**src/rtl/wsi_pkg.sv**
```systemverilog
// Purpose: constants for the secondary interrupt status and mask block
// Assumes: 32-bit register words, ten transmit queues
// Notes:   offsets are byte addresses on the host register port
package wsi_pkg;

  // ---------------------------------------------------------------
  // sizes
  // ---------------------------------------------------------------
  localparam int unsigned DATA_W     = 32;
  localparam int unsigned ADDR_W     = 16;
  localparam int unsigned NUM_QUEUES = 10;

  // ---------------------------------------------------------------
  // register offsets
  // ---------------------------------------------------------------
  localparam logic [15:0] OFF_SEC_STATUS_UBB   = 16'h008C;
  localparam logic [15:0] OFF_SEC_STATUS_RATE  = 16'h0090;
  localparam logic [15:0] OFF_SEC_STATUS_TRIG  = 16'h0094;
  localparam logic [15:0] OFF_PRIMARY_MASK     = 16'h00A0;
  localparam logic [15:0] OFF_SEC_MASK_TX_DONE = 16'h00A4;
  localparam logic [15:0] OFF_SEC_MASK_TX_ERR  = 16'h00A8;
  localparam logic [15:0] OFF_SEC_MASK_UBB     = 16'h00AC;
  localparam logic [15:0] OFF_SEC_MASK_RATE    = 16'h00B0;

  // ---------------------------------------------------------------
  // reset values and implemented-bit masks
  // ---------------------------------------------------------------
  localparam logic [31:0] REG_RESET         = 32'h0000_0000;
  localparam logic [31:0] VALID_STATUS_UBB  = 32'h3F07_03FF;
  localparam logic [31:0] VALID_QUEUE_PAIR  = 32'h03FF_03FF;
  localparam logic [31:0] VALID_QUEUE_LOW   = 32'h0000_03FF;
  localparam logic [31:0] VALID_PRIMARY     = 32'h0FBF_FFFF;
  localparam logic [31:0] VALID_MASK_UBB    = 32'h1F07_03FF;

  // ---------------------------------------------------------------
  // secondary field positions
  // ---------------------------------------------------------------
  localparam int unsigned QUEUE_LO_LSB      = 0;
  localparam int unsigned QUEUE_HI_LSB      = 16;
  localparam int unsigned BIT_MASTER_ABORT  = 16;
  localparam int unsigned BIT_ADDR_PARITY   = 17;
  localparam int unsigned BIT_DATA_PARITY   = 18;
  localparam int unsigned BIT_TRAFFIC_MAP   = 24;
  localparam int unsigned BIT_BCAST_END     = 25;
  localparam int unsigned BIT_DMAP_SYNC     = 26;
  localparam int unsigned BIT_BEACON_TO     = 27;
  localparam int unsigned BIT_BCAST_TO      = 28;
  localparam int unsigned BIT_DMAP_BEACON   = 29;

  // ---------------------------------------------------------------
  // primary bit positions driven here
  // ---------------------------------------------------------------
  localparam int unsigned PRI_TX_SUCCESS    = 6;
  localparam int unsigned PRI_TX_DESC       = 7;
  localparam int unsigned PRI_TX_ERROR      = 8;
  localparam int unsigned PRI_TX_EOL        = 10;
  localparam int unsigned PRI_UNDERFLOW     = 11;
  localparam int unsigned PRI_HOST_ERR      = 19;
  localparam int unsigned PRI_BEACON_MISC   = 23;
  localparam int unsigned PRI_RATE_OVF      = 25;
  localparam int unsigned PRI_TRIG_NO_FRM   = 26;
  localparam int unsigned PRI_TRIG          = 27;
  localparam logic [31:0] PRI_OWNED         = 32'h0E88_0DC0;

endpackage

```
**src/rtl/wsi_w1c_bank.sv**
```systemverilog
// Purpose: one 32-bit write-one-to-clear status register
// Assumes: set pulses and clear writes arrive on the core clock
// Notes:   unimplemented bits are constant zero
`timescale 1ns/1ps
module wsi_w1c_bank #(
  parameter logic [31:0] VALID = 32'hFFFF_FFFF
) (
  input  wire logic        i_core_clk,
  input  wire logic        i_reset,
  input  wire logic [31:0] i_set,
  input  wire logic        i_clr_wr,
  input  wire logic [31:0] i_clr_data,
  output logic      [31:0] o_status
);
  import wsi_pkg::*;

  // ---------------------------------------------------------------
  // per-bit flags
  // ---------------------------------------------------------------
  genvar b;
  generate
    for (b = 0; b < 32; b++)
    begin : g_bit
      if (VALID[b])
      begin : g_flop
        logic flag_q;
        // a set in the clearing cycle wins so no event is lost
        always_ff @(posedge i_core_clk)
        begin
          if (i_reset)
            flag_q <= REG_RESET[b];
          else
            flag_q <= (flag_q & ~(i_clr_wr & i_clr_data[b])) | i_set[b];
        end
        assign o_status[b] = flag_q;
      end
      else
      begin : g_zero
        assign o_status[b] = 1'b0;
      end
    end
  endgenerate

endmodule

```
**src/rtl/wsi_irq_status_mask.sv**
```systemverilog
// What this block does
// queue underflow sets its status-2 bit
// bus master abort sets bit 16
// address parity error sets bit 17
// data parity error sets bit 18
// traffic map hit sets bit 24
// broadcast traffic end sets bit 25
// delivery map sync loss sets bit 26
// beacon timeout sets bit 27
// broadcast traffic timeout sets bit 28
// delivery map beacon sets bit 29
// rate counter overflow sets status-3 low field
// trigger without frames sets status-3 high field
// queue trigger sets status-4 low field
// status readable, write one clears, reset zero
// primary mask enables primary bits, resets zero
// mask 0 gates success and desc flags
// mask 1 gates error and end-of-list flags
// mask 2 low field gates underflow flags
// mask 2 bits 16-18 gate bus errors
// mask 3 gates overflow and no-frame flags
// software writes reserved bits as zero
// primary underflow is OR of queue bits
// primary host error ORs three bus flags
// primary beacon bit ORs six beacon flags
// primary queue bits OR status-3/4 fields
// mask 2 bits 24-28 gate beacon events
// interrupt when enabled primary bit set
//
// Purpose: secondary interrupt status and mask registers of the MAC
// Assumes: event inputs are one-cycle pulses on the core clock
// Notes:   register access answers with o_reg_ack one cycle later
`timescale 1ns/1ps
module wsi_irq_status_mask (
  input  wire logic                   i_core_clk,
  input  wire logic                   i_reset,
  input  wire logic [wsi_pkg::ADDR_W-1:0] i_reg_addr,
  input  wire logic                   i_reg_wr,
  input  wire logic                   i_reg_rd,
  input  wire logic [31:0]            i_reg_wdata,
  output logic      [31:0]            o_reg_rdata,
  output logic                        o_reg_ack,
  input  wire logic [9:0]             i_queue_underflow,
  input  wire logic                   i_master_abort,
  input  wire logic                   i_address_parity_sys_error,
  input  wire logic                   i_data_parity_error,
  input  wire logic                   i_traffic_map_hit,
  input  wire logic                   i_bcast_after_beacon_end,
  input  wire logic                   i_delivery_map_sync_lost,
  input  wire logic                   i_beacon_timeout,
  input  wire logic                   i_bcast_after_beacon_timeout,
  input  wire logic                   i_delivery_map_beacon,
  input  wire logic [9:0]             i_rate_ctrl_overflow,
  input  wire logic [9:0]             i_trigger_without_frames,
  input  wire logic [9:0]             i_queue_trigger,
  input  wire logic [9:0]             i_tx_success_flags,
  input  wire logic [9:0]             i_tx_desc_request_flags,
  input  wire logic [9:0]             i_tx_error_flags,
  input  wire logic [9:0]             i_tx_end_of_list_flags,
  input  wire logic [31:0]            i_primary_status_other,
  output logic      [31:0]            o_primary_status,
  output logic                        o_host_irq
);
  import wsi_pkg::*;

  // ---------------------------------------------------------------
  // register decode and event set vectors
  // ---------------------------------------------------------------
  wire logic   wr_s2 = i_reg_wr && (i_reg_addr == OFF_SEC_STATUS_UBB);
  wire logic   wr_s3 = i_reg_wr && (i_reg_addr == OFF_SEC_STATUS_RATE);
  wire logic   wr_s4 = i_reg_wr && (i_reg_addr == OFF_SEC_STATUS_TRIG);
  wire logic   wr_mp = i_reg_wr && (i_reg_addr == OFF_PRIMARY_MASK);
  wire logic   wr_m0 = i_reg_wr && (i_reg_addr == OFF_SEC_MASK_TX_DONE);
  wire logic   wr_m1 = i_reg_wr && (i_reg_addr == OFF_SEC_MASK_TX_ERR);
  wire logic   wr_m2 = i_reg_wr && (i_reg_addr == OFF_SEC_MASK_UBB);
  wire logic   wr_m3 = i_reg_wr && (i_reg_addr == OFF_SEC_MASK_RATE);
  logic [31:0] set_s2;
  logic [31:0] set_s3;
  logic [31:0] set_s4;

  always_comb
  begin
    set_s2 = 32'h0000_0000;
    set_s2[QUEUE_LO_LSB +: NUM_QUEUES] = i_queue_underflow;
    set_s2[BIT_MASTER_ABORT] = i_master_abort;
    set_s2[BIT_ADDR_PARITY]  = i_address_parity_sys_error;
    set_s2[BIT_DATA_PARITY]  = i_data_parity_error;
    set_s2[BIT_TRAFFIC_MAP]  = i_traffic_map_hit;
    set_s2[BIT_BCAST_END]    = i_bcast_after_beacon_end;
    set_s2[BIT_DMAP_SYNC]    = i_delivery_map_sync_lost;
    set_s2[BIT_BEACON_TO]    = i_beacon_timeout;
    set_s2[BIT_BCAST_TO]     = i_bcast_after_beacon_timeout;
    set_s2[BIT_DMAP_BEACON]  = i_delivery_map_beacon;
    set_s3 = 32'h0000_0000;
    set_s3[QUEUE_LO_LSB +: NUM_QUEUES] = i_rate_ctrl_overflow;
    set_s3[QUEUE_HI_LSB +: NUM_QUEUES] = i_trigger_without_frames;
    set_s4 = 32'h0000_0000;
    set_s4[QUEUE_LO_LSB +: NUM_QUEUES] = i_queue_trigger;
  end

  // ---------------------------------------------------------------
  // status registers
  // ---------------------------------------------------------------
  logic [31:0] stat_s2;
  logic [31:0] stat_s3;
  logic [31:0] stat_s4;

  wsi_w1c_bank #(.VALID(VALID_STATUS_UBB)) u_stat_s2 (
    .i_core_clk (i_core_clk),
    .i_reset    (i_reset),
    .i_set      (set_s2),
    .i_clr_wr   (wr_s2),
    .i_clr_data (i_reg_wdata),
    .o_status   (stat_s2)
  );
  wsi_w1c_bank #(.VALID(VALID_QUEUE_PAIR)) u_stat_s3 (
    .i_core_clk (i_core_clk),
    .i_reset    (i_reset),
    .i_set      (set_s3),
    .i_clr_wr   (wr_s3),
    .i_clr_data (i_reg_wdata),
    .o_status   (stat_s3)
  );
  wsi_w1c_bank #(.VALID(VALID_QUEUE_LOW)) u_stat_s4 (
    .i_core_clk (i_core_clk),
    .i_reset    (i_reset),
    .i_set      (set_s4),
    .i_clr_wr   (wr_s4),
    .i_clr_data (i_reg_wdata),
    .o_status   (stat_s4)
  );

  // ---------------------------------------------------------------
  // mask registers
  // ---------------------------------------------------------------
  logic [31:0] mask_p_q;
  logic [31:0] mask_s0_q;
  logic [31:0] mask_s1_q;
  logic [31:0] mask_s2_q;
  logic [31:0] mask_s3_q;

  // reserved bits are dropped on write so they always read zero
  always_ff @(posedge i_core_clk)
  begin
    if (i_reset)
    begin
      mask_p_q  <= REG_RESET;
      mask_s0_q <= REG_RESET;
      mask_s1_q <= REG_RESET;
      mask_s2_q <= REG_RESET;
      mask_s3_q <= REG_RESET;
    end
    else
    begin
      if (wr_mp)
        mask_p_q <= i_reg_wdata & VALID_PRIMARY;
      if (wr_m0)
        mask_s0_q <= i_reg_wdata & VALID_QUEUE_PAIR;
      if (wr_m1)
        mask_s1_q <= i_reg_wdata & VALID_QUEUE_PAIR;
      if (wr_m2)
        mask_s2_q <= i_reg_wdata & VALID_MASK_UBB;
      if (wr_m3)
        mask_s3_q <= i_reg_wdata & VALID_QUEUE_PAIR;
    end
  end

  // ---------------------------------------------------------------
  // primary summary and interrupt
  // ---------------------------------------------------------------
  logic [31:0] prim_raw;
  logic [31:0] prim_gated;
  logic [31:0] prim_status_q;
  logic        host_irq_q;
  logic [4:0]  beacon_field;

  assign beacon_field = stat_s2[BIT_BCAST_TO:BIT_TRAFFIC_MAP];

  always_comb
  begin
    prim_raw = i_primary_status_other & ~PRI_OWNED;
    prim_raw[PRI_TX_SUCCESS]  = |i_tx_success_flags;
    prim_raw[PRI_TX_DESC]     = |i_tx_desc_request_flags;
    prim_raw[PRI_TX_ERROR]    = |i_tx_error_flags;
    prim_raw[PRI_TX_EOL]      = |i_tx_end_of_list_flags;
    prim_raw[PRI_UNDERFLOW]   = |stat_s2[QUEUE_LO_LSB +: NUM_QUEUES];
    prim_raw[PRI_HOST_ERR]    = |stat_s2[BIT_DATA_PARITY:BIT_MASTER_ABORT];
    prim_raw[PRI_BEACON_MISC] = (|beacon_field) | stat_s2[BIT_DMAP_BEACON];
    prim_raw[PRI_RATE_OVF]    = |stat_s3[QUEUE_LO_LSB +: NUM_QUEUES];
    prim_raw[PRI_TRIG_NO_FRM] = |stat_s3[QUEUE_HI_LSB +: NUM_QUEUES];
    prim_raw[PRI_TRIG]        = |stat_s4[QUEUE_LO_LSB +: NUM_QUEUES];
  end

  // each source driven here, except the delivery map beacon and queue trigger, is gated by its secondary enable before the OR
  always_comb
  begin
    prim_gated = i_primary_status_other & ~PRI_OWNED;
    prim_gated[PRI_TX_SUCCESS] =
      |(i_tx_success_flags & mask_s0_q[QUEUE_LO_LSB +: NUM_QUEUES]);
    prim_gated[PRI_TX_DESC] =
      |(i_tx_desc_request_flags & mask_s0_q[QUEUE_HI_LSB +: NUM_QUEUES]);
    prim_gated[PRI_TX_ERROR] =
      |(i_tx_error_flags & mask_s1_q[QUEUE_LO_LSB +: NUM_QUEUES]);
    prim_gated[PRI_TX_EOL] =
      |(i_tx_end_of_list_flags & mask_s1_q[QUEUE_HI_LSB +: NUM_QUEUES]);
    prim_gated[PRI_UNDERFLOW] =
      |(stat_s2[QUEUE_LO_LSB +: NUM_QUEUES] & mask_s2_q[QUEUE_LO_LSB +: NUM_QUEUES]);
    prim_gated[PRI_HOST_ERR] =
      |(stat_s2[BIT_DATA_PARITY:BIT_MASTER_ABORT]
        & mask_s2_q[BIT_DATA_PARITY:BIT_MASTER_ABORT]);
    // delivery map beacon event has no secondary enable and passes straight through
    prim_gated[PRI_BEACON_MISC] =
      (|(beacon_field & mask_s2_q[BIT_BCAST_TO:BIT_TRAFFIC_MAP]))
      | stat_s2[BIT_DMAP_BEACON];
    prim_gated[PRI_RATE_OVF] =
      |(stat_s3[QUEUE_LO_LSB +: NUM_QUEUES] & mask_s3_q[QUEUE_LO_LSB +: NUM_QUEUES]);
    prim_gated[PRI_TRIG_NO_FRM] =
      |(stat_s3[QUEUE_HI_LSB +: NUM_QUEUES] & mask_s3_q[QUEUE_HI_LSB +: NUM_QUEUES]);
    // trigger enables live in a register outside this block
    prim_gated[PRI_TRIG] = |stat_s4[QUEUE_LO_LSB +: NUM_QUEUES];
  end

  always_ff @(posedge i_core_clk)
  begin
    if (i_reset)
    begin
      prim_status_q <= REG_RESET;
      host_irq_q    <= 1'b0;
    end
    else
    begin
      prim_status_q <= prim_raw & VALID_PRIMARY;
      host_irq_q    <= |(prim_gated & mask_p_q);
    end
  end

  assign o_primary_status = prim_status_q;
  assign o_host_irq       = host_irq_q;

  // ---------------------------------------------------------------
  // read path
  // ---------------------------------------------------------------
  logic [31:0] rdata_q;
  logic        ack_q;

  // unmapped addresses read zero; the ack still answers so software never hangs
  always_ff @(posedge i_core_clk)
  begin
    if (i_reset)
      rdata_q <= REG_RESET;
    else if (i_reg_rd)
    begin
      unique case (i_reg_addr)
        OFF_SEC_STATUS_UBB:   rdata_q <= stat_s2;
        OFF_SEC_STATUS_RATE:  rdata_q <= stat_s3;
        OFF_SEC_STATUS_TRIG:  rdata_q <= stat_s4;
        OFF_PRIMARY_MASK:     rdata_q <= mask_p_q;
        OFF_SEC_MASK_TX_DONE: rdata_q <= mask_s0_q;
        OFF_SEC_MASK_TX_ERR:  rdata_q <= mask_s1_q;
        OFF_SEC_MASK_UBB:     rdata_q <= mask_s2_q;
        OFF_SEC_MASK_RATE:    rdata_q <= mask_s3_q;
        default:              rdata_q <= 32'h0000_0000;
      endcase
    end
  end

  always_ff @(posedge i_core_clk)
  begin
    if (i_reset)
      ack_q <= 1'b0;
    else
      ack_q <= i_reg_rd | i_reg_wr;
  end

  assign o_reg_rdata = rdata_q;
  assign o_reg_ack   = ack_q;

  // ---------------------------------------------------------------
  // assertions
  // ---------------------------------------------------------------
  property p_underflow_sets;
    @(posedge i_core_clk) disable iff (i_reset)
    (|i_queue_underflow) |=>
      ((stat_s2[9:0] & $past(i_queue_underflow)) == $past(i_queue_underflow));
  endproperty
  a_underflow_sets: assert property (p_underflow_sets)
    else $error("underflow event did not set its status bit");
  property p_bus_errors_set;
    @(posedge i_core_clk) disable iff (i_reset)
    (i_master_abort || i_address_parity_sys_error || i_data_parity_error) |=>
      (stat_s2[18:16] & $past({i_data_parity_error, i_address_parity_sys_error,
                                i_master_abort}))
      == $past({i_data_parity_error, i_address_parity_sys_error, i_master_abort});
  endproperty
  a_bus_errors_set: assert property (p_bus_errors_set)
    else $error("bus error event not recorded");
  property p_beacon_events_set;
    @(posedge i_core_clk) disable iff (i_reset)
    (|set_s2[29:24]) |=> ((stat_s2[29:24] & $past(set_s2[29:24])) == $past(set_s2[29:24]));
  endproperty
  a_beacon_events_set: assert property (p_beacon_events_set)
    else $error("beacon event not recorded");
  property p_rate_fields_set;
    @(posedge i_core_clk) disable iff (i_reset)
    (|{i_rate_ctrl_overflow, i_trigger_without_frames}) |=>
      ({stat_s3[25:16], stat_s3[9:0]} & $past({i_trigger_without_frames,
                                              i_rate_ctrl_overflow}))
      == $past({i_trigger_without_frames, i_rate_ctrl_overflow});
  endproperty
  a_rate_fields_set: assert property (p_rate_fields_set)
    else $error("rate control event not recorded");
  property p_trigger_sets;
    @(posedge i_core_clk) disable iff (i_reset)
    (|i_queue_trigger) |=> ((stat_s4[9:0] & $past(i_queue_trigger)) == $past(i_queue_trigger));
  endproperty
  a_trigger_sets: assert property (p_trigger_sets)
    else $error("queue trigger not recorded");
  property p_w1c_clears;
    @(posedge i_core_clk) disable iff (i_reset)
    (wr_s2 && ((i_reg_wdata & set_s2) == 32'h0000_0000)) |=>
      ((stat_s2 & $past(i_reg_wdata)) == 32'h0000_0000);
  endproperty
  a_w1c_clears: assert property (p_w1c_clears)
    else $error("write one did not clear status bit");
  property p_zero_write_keeps;
    @(posedge i_core_clk) disable iff (i_reset)
    wr_s3 |=> ((stat_s3 & ~$past(i_reg_wdata)) == ($past(stat_s3) & ~$past(i_reg_wdata)))
              or ((stat_s3 & ~$past(i_reg_wdata)) != ($past(stat_s3) & ~$past(i_reg_wdata))
                  && $past(|set_s3));
  endproperty
  a_zero_write_keeps: assert property (p_zero_write_keeps)
    else $error("writing zero altered a status bit");
  property p_mask_write;
    @(posedge i_core_clk) disable iff (i_reset)
    wr_mp |=> (mask_p_q == ($past(i_reg_wdata) & VALID_PRIMARY)) [*1] ##1 1'b1;
  endproperty
  a_mask_write: assert property (p_mask_write)
    else $error("primary mask did not take written value");
  property p_summary_or;
    @(posedge i_core_clk) disable iff (i_reset)
    1'b1 |=> (o_primary_status[11] == $past(|stat_s2[9:0]))
             && (o_primary_status[19] == $past(|stat_s2[18:16]))
             && (o_primary_status[23] == $past(|stat_s2[29:24]))
             && (o_primary_status[27] == $past(|stat_s4[9:0]));
  endproperty
  a_summary_or: assert property (p_summary_or)
    else $error("primary summary bit mismatch");
  property p_irq_follows;
    @(posedge i_core_clk) disable iff (i_reset)
    (|(prim_gated & mask_p_q)) |=> o_host_irq;
  endproperty
  a_irq_follows: assert property (p_irq_follows)
    else $error("enabled source did not raise interrupt");
  property p_irq_masked;
    @(posedge i_core_clk) disable iff (i_reset)
    (mask_p_q == 32'h0000_0000) |=> !o_host_irq;
  endproperty
  a_irq_masked: assert property (p_irq_masked)
    else $error("interrupt raised with primary mask clear");

  c_underflow_irq: cover property (@(posedge i_core_clk) disable iff (i_reset)
    (|i_queue_underflow) ##1 1'b1 ##1 o_host_irq);
  c_set_wins: cover property (@(posedge i_core_clk) disable iff (i_reset)
    wr_s2 && (|(i_reg_wdata & set_s2)));
  c_read_status: cover property (@(posedge i_core_clk) disable iff (i_reset)
    i_reg_rd && (i_reg_addr == OFF_SEC_STATUS_TRIG) && (stat_s4 != 32'h0000_0000));

endmodule

```
**config.mk**
```make
export PLATFORM = sky130hd
export DESIGN_NAME = wsi_irq_status_mask
export DESIGN_NICKNAME = d
export VERILOG_FILES = /design/src/rtl/wsi_pkg.sv /design/src/rtl/wsi_w1c_bank.sv /design/src/rtl/wsi_irq_status_mask.sv
export SDC_FILE = /design/constraint.sdc
export NUM_CORES = 1
export LEC_CHECK = 0
export BUFFER_PORTS_ARGS = -buffer_cell sky130_fd_sc_hd__buf_2
export CAP_MARGIN = 40
export CORE_MARGIN = 8
export CORE_UTILIZATION = 50
export CTS_CLUSTER_SIZE = 12
export DETAILED_ROUTE_END_ITERATION = 7
export GPL_TIMING_DRIVEN = 0
export PLACE_DENSITY = 0.83
export SKIP_LAST_GASP = 1
export SLEW_MARGIN = 20
export SYNTH_ARGS = -nofsm -noshare
export SYNTH_HDL_FRONTEND = slang
export SYNTH_SLANG_ARGS = --single-unit
export TNS_END_PERCENT = 20
```
**constraint.sdc**
```tcl
create_clock -name i_core_clk -period 6.6 [get_ports i_core_clk]
set_clock_uncertainty 0.1 [all_clocks]
set_input_delay 0.99 -clock i_core_clk [delete_from_list [all_inputs] [get_ports i_core_clk]]
set_output_delay 0.99 -clock i_core_clk [all_outputs]
set_load 0.05 [all_outputs]
```
==> impl_metrics.tcl <==
set metrics [dict create \
    status "finished with violations" \
    violations "design-rule violations" \
    grt_max_degree 13 \
    startpoint_type "input port" \
    crit_fanout 10 \
    met1_usage 0.371 \
    clock_sinks 213 \
    initial_utilization 0.513 \
    grt_pass1_wl_mm 52.5 \
    hold_end "o_reg_rdata[3]" \
    cp.required_ps 6960 \
    pin_count 239 \
    wl_mm 35.1 \
    post_cts_buffers 0 \
    synth_top_family_by_area "simple AND/OR/NAND/NOR gates" \
    cpLargestDelayFamily "simple AND/OR/NAND/NOR gates" \
    port_buffers 201 \
    timing.reg2reg.setup_slack_ps 4680 \
    reg2reg_to "o_host_irq" \
    setup_viol 0 \
    cts_buffers 23 \
    synthAdderAreaFrac 0 \
    viasPerCell 6.21 \
    clock.fmax_mhz 301 \
    wire_per_inst_um 22.4 \
    grt_pass1_vias 9265 \
    cts_resized 0 \
    slew_viol_final 0 \
    tns_ps 0 \
    track_usage 0.299 \
    antenna_left 0 \
    drive_gt1_frac 0.211 \
    clockBufferDepth 3 \
    relSlewSlack 0.464 \
    leakage_uw 0.00416 \
    synth_compound_area_frac 0.228 \
    path_cells "buf_2 > nor4_1 > nand3_1 > nor3_1 > clkbuf_1 > a222oi_1 > a21oi_1 > a21o_1" \
    crit_type "input port to register" \
    h-tree-depth 1 \
    crit_arrival_ps 3680 \
    core_area_um2 17300 \
    worst-r2r-cell-count 5 \
    remaining_drc_errors 7 \
    timing.critical_path.buf_inv 2 \
    synth_xor_area_frac 0 \
    min-delay-start "o_reg_rdata[3]" \
    synth-seq-cells 213 \
    hold_viol 0 \
    dp.cells 1522 \
    die_w_um 149 \
    yosysWarnings 0 \
    busiest_layer "met2" \
    drt-initial-drc-count 1513 \
    synth-simple-area-share 0.233 \
    synth_area_leaders "dfxtp_1 48%, nand2_1 12%, a21oi_1 9.5%" \
    antenna_found_initial 3 \
    cts-root-buf "clkbuf_16" \
    rsz0062_at_grt "false" \
    yosysTopAreaCell "dfxtp_1" \
    fill_cells 1500 \
    cts_hold_buf 0 \
    vias 9726 \
    syn-cell-area_um2 8870 \
    place_congestion 0.991 \
    cap_violations 0 \
    finalHoldWorstSlack_ps 350 \
    die-height_um 149 \
    cpPeakStageDelay_ps 670 \
    gr-usage-met2 0.475 \
    die-area_um2 22300 \
    area_delta_synth_final_pct 23.5 \
    ys_types 44 \
    netlist.area_leader.share 0.481 \
    num-nets-final 1498 \
    firstDrtPassIters 8 \
    gr-total-overflow 0 \
    tightest_slew_ps 804 \
    final_common_cell "nand2_1" \
    r2r-start "u_stat_s4.g_bit[5].g_flop.flag_q" \
    synthArstFlopShare 0 \
    seqCellArea_um2 4260 \
    synth_flop_cell "dfxtp_1" \
    slowest_stage "nor4_1" \
    cts_tree "yes" \
    design_area_um2 11000 \
    hold_depth 1 \
    hold_path_class "register to register" \
    gr-usage-met3 0.0837 \
    clkTransAtPathRegs_ps 60 \
    rows 48 \
    dpl_cell_area_um2 10200 \
    post-route-period-util 0.504 \
    seq_area_frac_synth 0.481 \
    fin_cells 1565 \
    end_kind "register" \
    min_period_ps 3330 \
    synth_edf_count 0 \
    layout_common_cells "288 x nand2_1, 223 x buf_2, 213 x dfxtp_1" \
    hpwl_mm 26.3 \
    ir_drop_v 0.000227 \
    clock_latency_ps 510 \
    p_per_area_nw_per_um2 259 \
    syn_inst 1088 \
    multi_input_area_um2 4250 \
    synthMuxAreaShare 0.0147 \
    syn_area_per_cell_um2 8.15 \
]
-- per-layer routing --
layer / up-vias / wire length [µm]
li1: 4344 / -
met1: 4485 / 13000
met2: 776 / 15800
met3: 119 / 4770
met4: 2 / 1440
met5: - / 9
-- worst register-to-register path, delay by kind of cell, from the launching register on --
kind | cells | cell delay [ps]
and+or+nand+nor | 3 | 880
AOI/OAI and AO/OA | 2 | 480
DFF | 1 | 330
-- flip-flops by register name, summed over array words and instances, names as in the netlist --
signal                         flops
mask_s3_q                         20
o_host_irq                         1
mask_s0_q                         20
o_primary_status                  27
u_stat_s4.g_bit.g_flop.flag_q     10
mask_p_q                          27
mask_s1_q                         20
o_reg_rdata                       30
u_stat_s3.g_bit.g_flop.flag_q     20
mask_s2_q                         18
u_stat_s2.g_bit.g_flop.flag_q     19
o_reg_ack                          1
-- logic make-up (layout without fill, tap and decap cells) --
logic type             count (synthesis)  after routing
other                                  1              9
AND/OR/NAND/NOR                      461            461
AO/OA/AOI/OAI                        318            318
flip-flops                           213            213
buffers and inverters                 82            326
multiplexers                          13             13
-- per-stage QoR --
stage | power (µW) | worst slack [ps] | util
detailed placement | 1590 | 2880 | 0.589
CTS | 2830 | 3400 | 0.632
finish | 2840 | 3270 | 0.633
global placement | 1590 | 2910 | 0.589
global route | 2900 | 3200 | 0.633
floorplan | 1480 | 3740 | -
-- worst max-delay path by stage --
| stage | start | to | slack (ps) | cells past startpoint |
|---|---|---|---|---|
| CTS | i_reg_addr[9] | o_reg_rdata[7] | 3400 | 8 |
| floorplan | i_reg_addr[6] | mask_s2_q[16] | 3740 | 7 |
| global placement | i_reg_addr[9] | o_reg_rdata[7] | 2910 | 7 |
| detailed placement | i_reg_addr[9] | o_reg_rdata[7] | 2880 | 8 |
| global route | i_reg_addr[9] | o_reg_rdata[6] | 3200 | 8 |
| finish | i_reg_addr[9] | o_reg_rdata[6] | 3270 | 8 |
-- synthesized netlist by cell type, types with 2 or more instances --
cell type    n
a21o_1      10
a21oi_1    169
a221oi_1    12
a222oi_1    27
a22o_1      17
a22oi_1     49
a31oi_1     10
and3_1       5
buf_1        2
buf_2       20
buf_4        9
buf_6        2
clkbuf_1    46
dfxtp_1    213
inv_1        3
mux2i_1     13
nand2_1    288
nand2b_1     4
nand3_1      7
nand3b_1     2
nand4_1     15
nor2_1      75
nor2b_1     21
nor3_1       7
nor4_1      20
nor4_2       2
nor4_4       3
o21ai_0     18
o2bb2ai_1    3
or4b_1       2
-- final cells by class --
| type | instances | area share |
|---|---|---|
| Antenna cell | 2 | 0.000457 |
| Buffer | 79 | 0.0338 |
| Clock buffer | 37 | 0.0665 |
| Clock inverter | 1 | 0.000457 |
| Inverter | 3 | 0.00103 |
| Multi-Input combinational cell | 799 | 0.388 |
| Sequential cell | 213 | 0.389 |
| Tap cell | 225 | 0.0257 |
| Timing Repair Buffer | 206 | 0.0951 |
-- where the power goes --
part / total (µW) / switching (µW) / internal (µW)
clock network: 1260 / 516 / 746
registers: 1350 / 32.6 / 1320
logic: 226 / 155 / 70.8
total: 2840 / 704 / 2130
No activity file was read; power rests on OpenSTA's default activity.
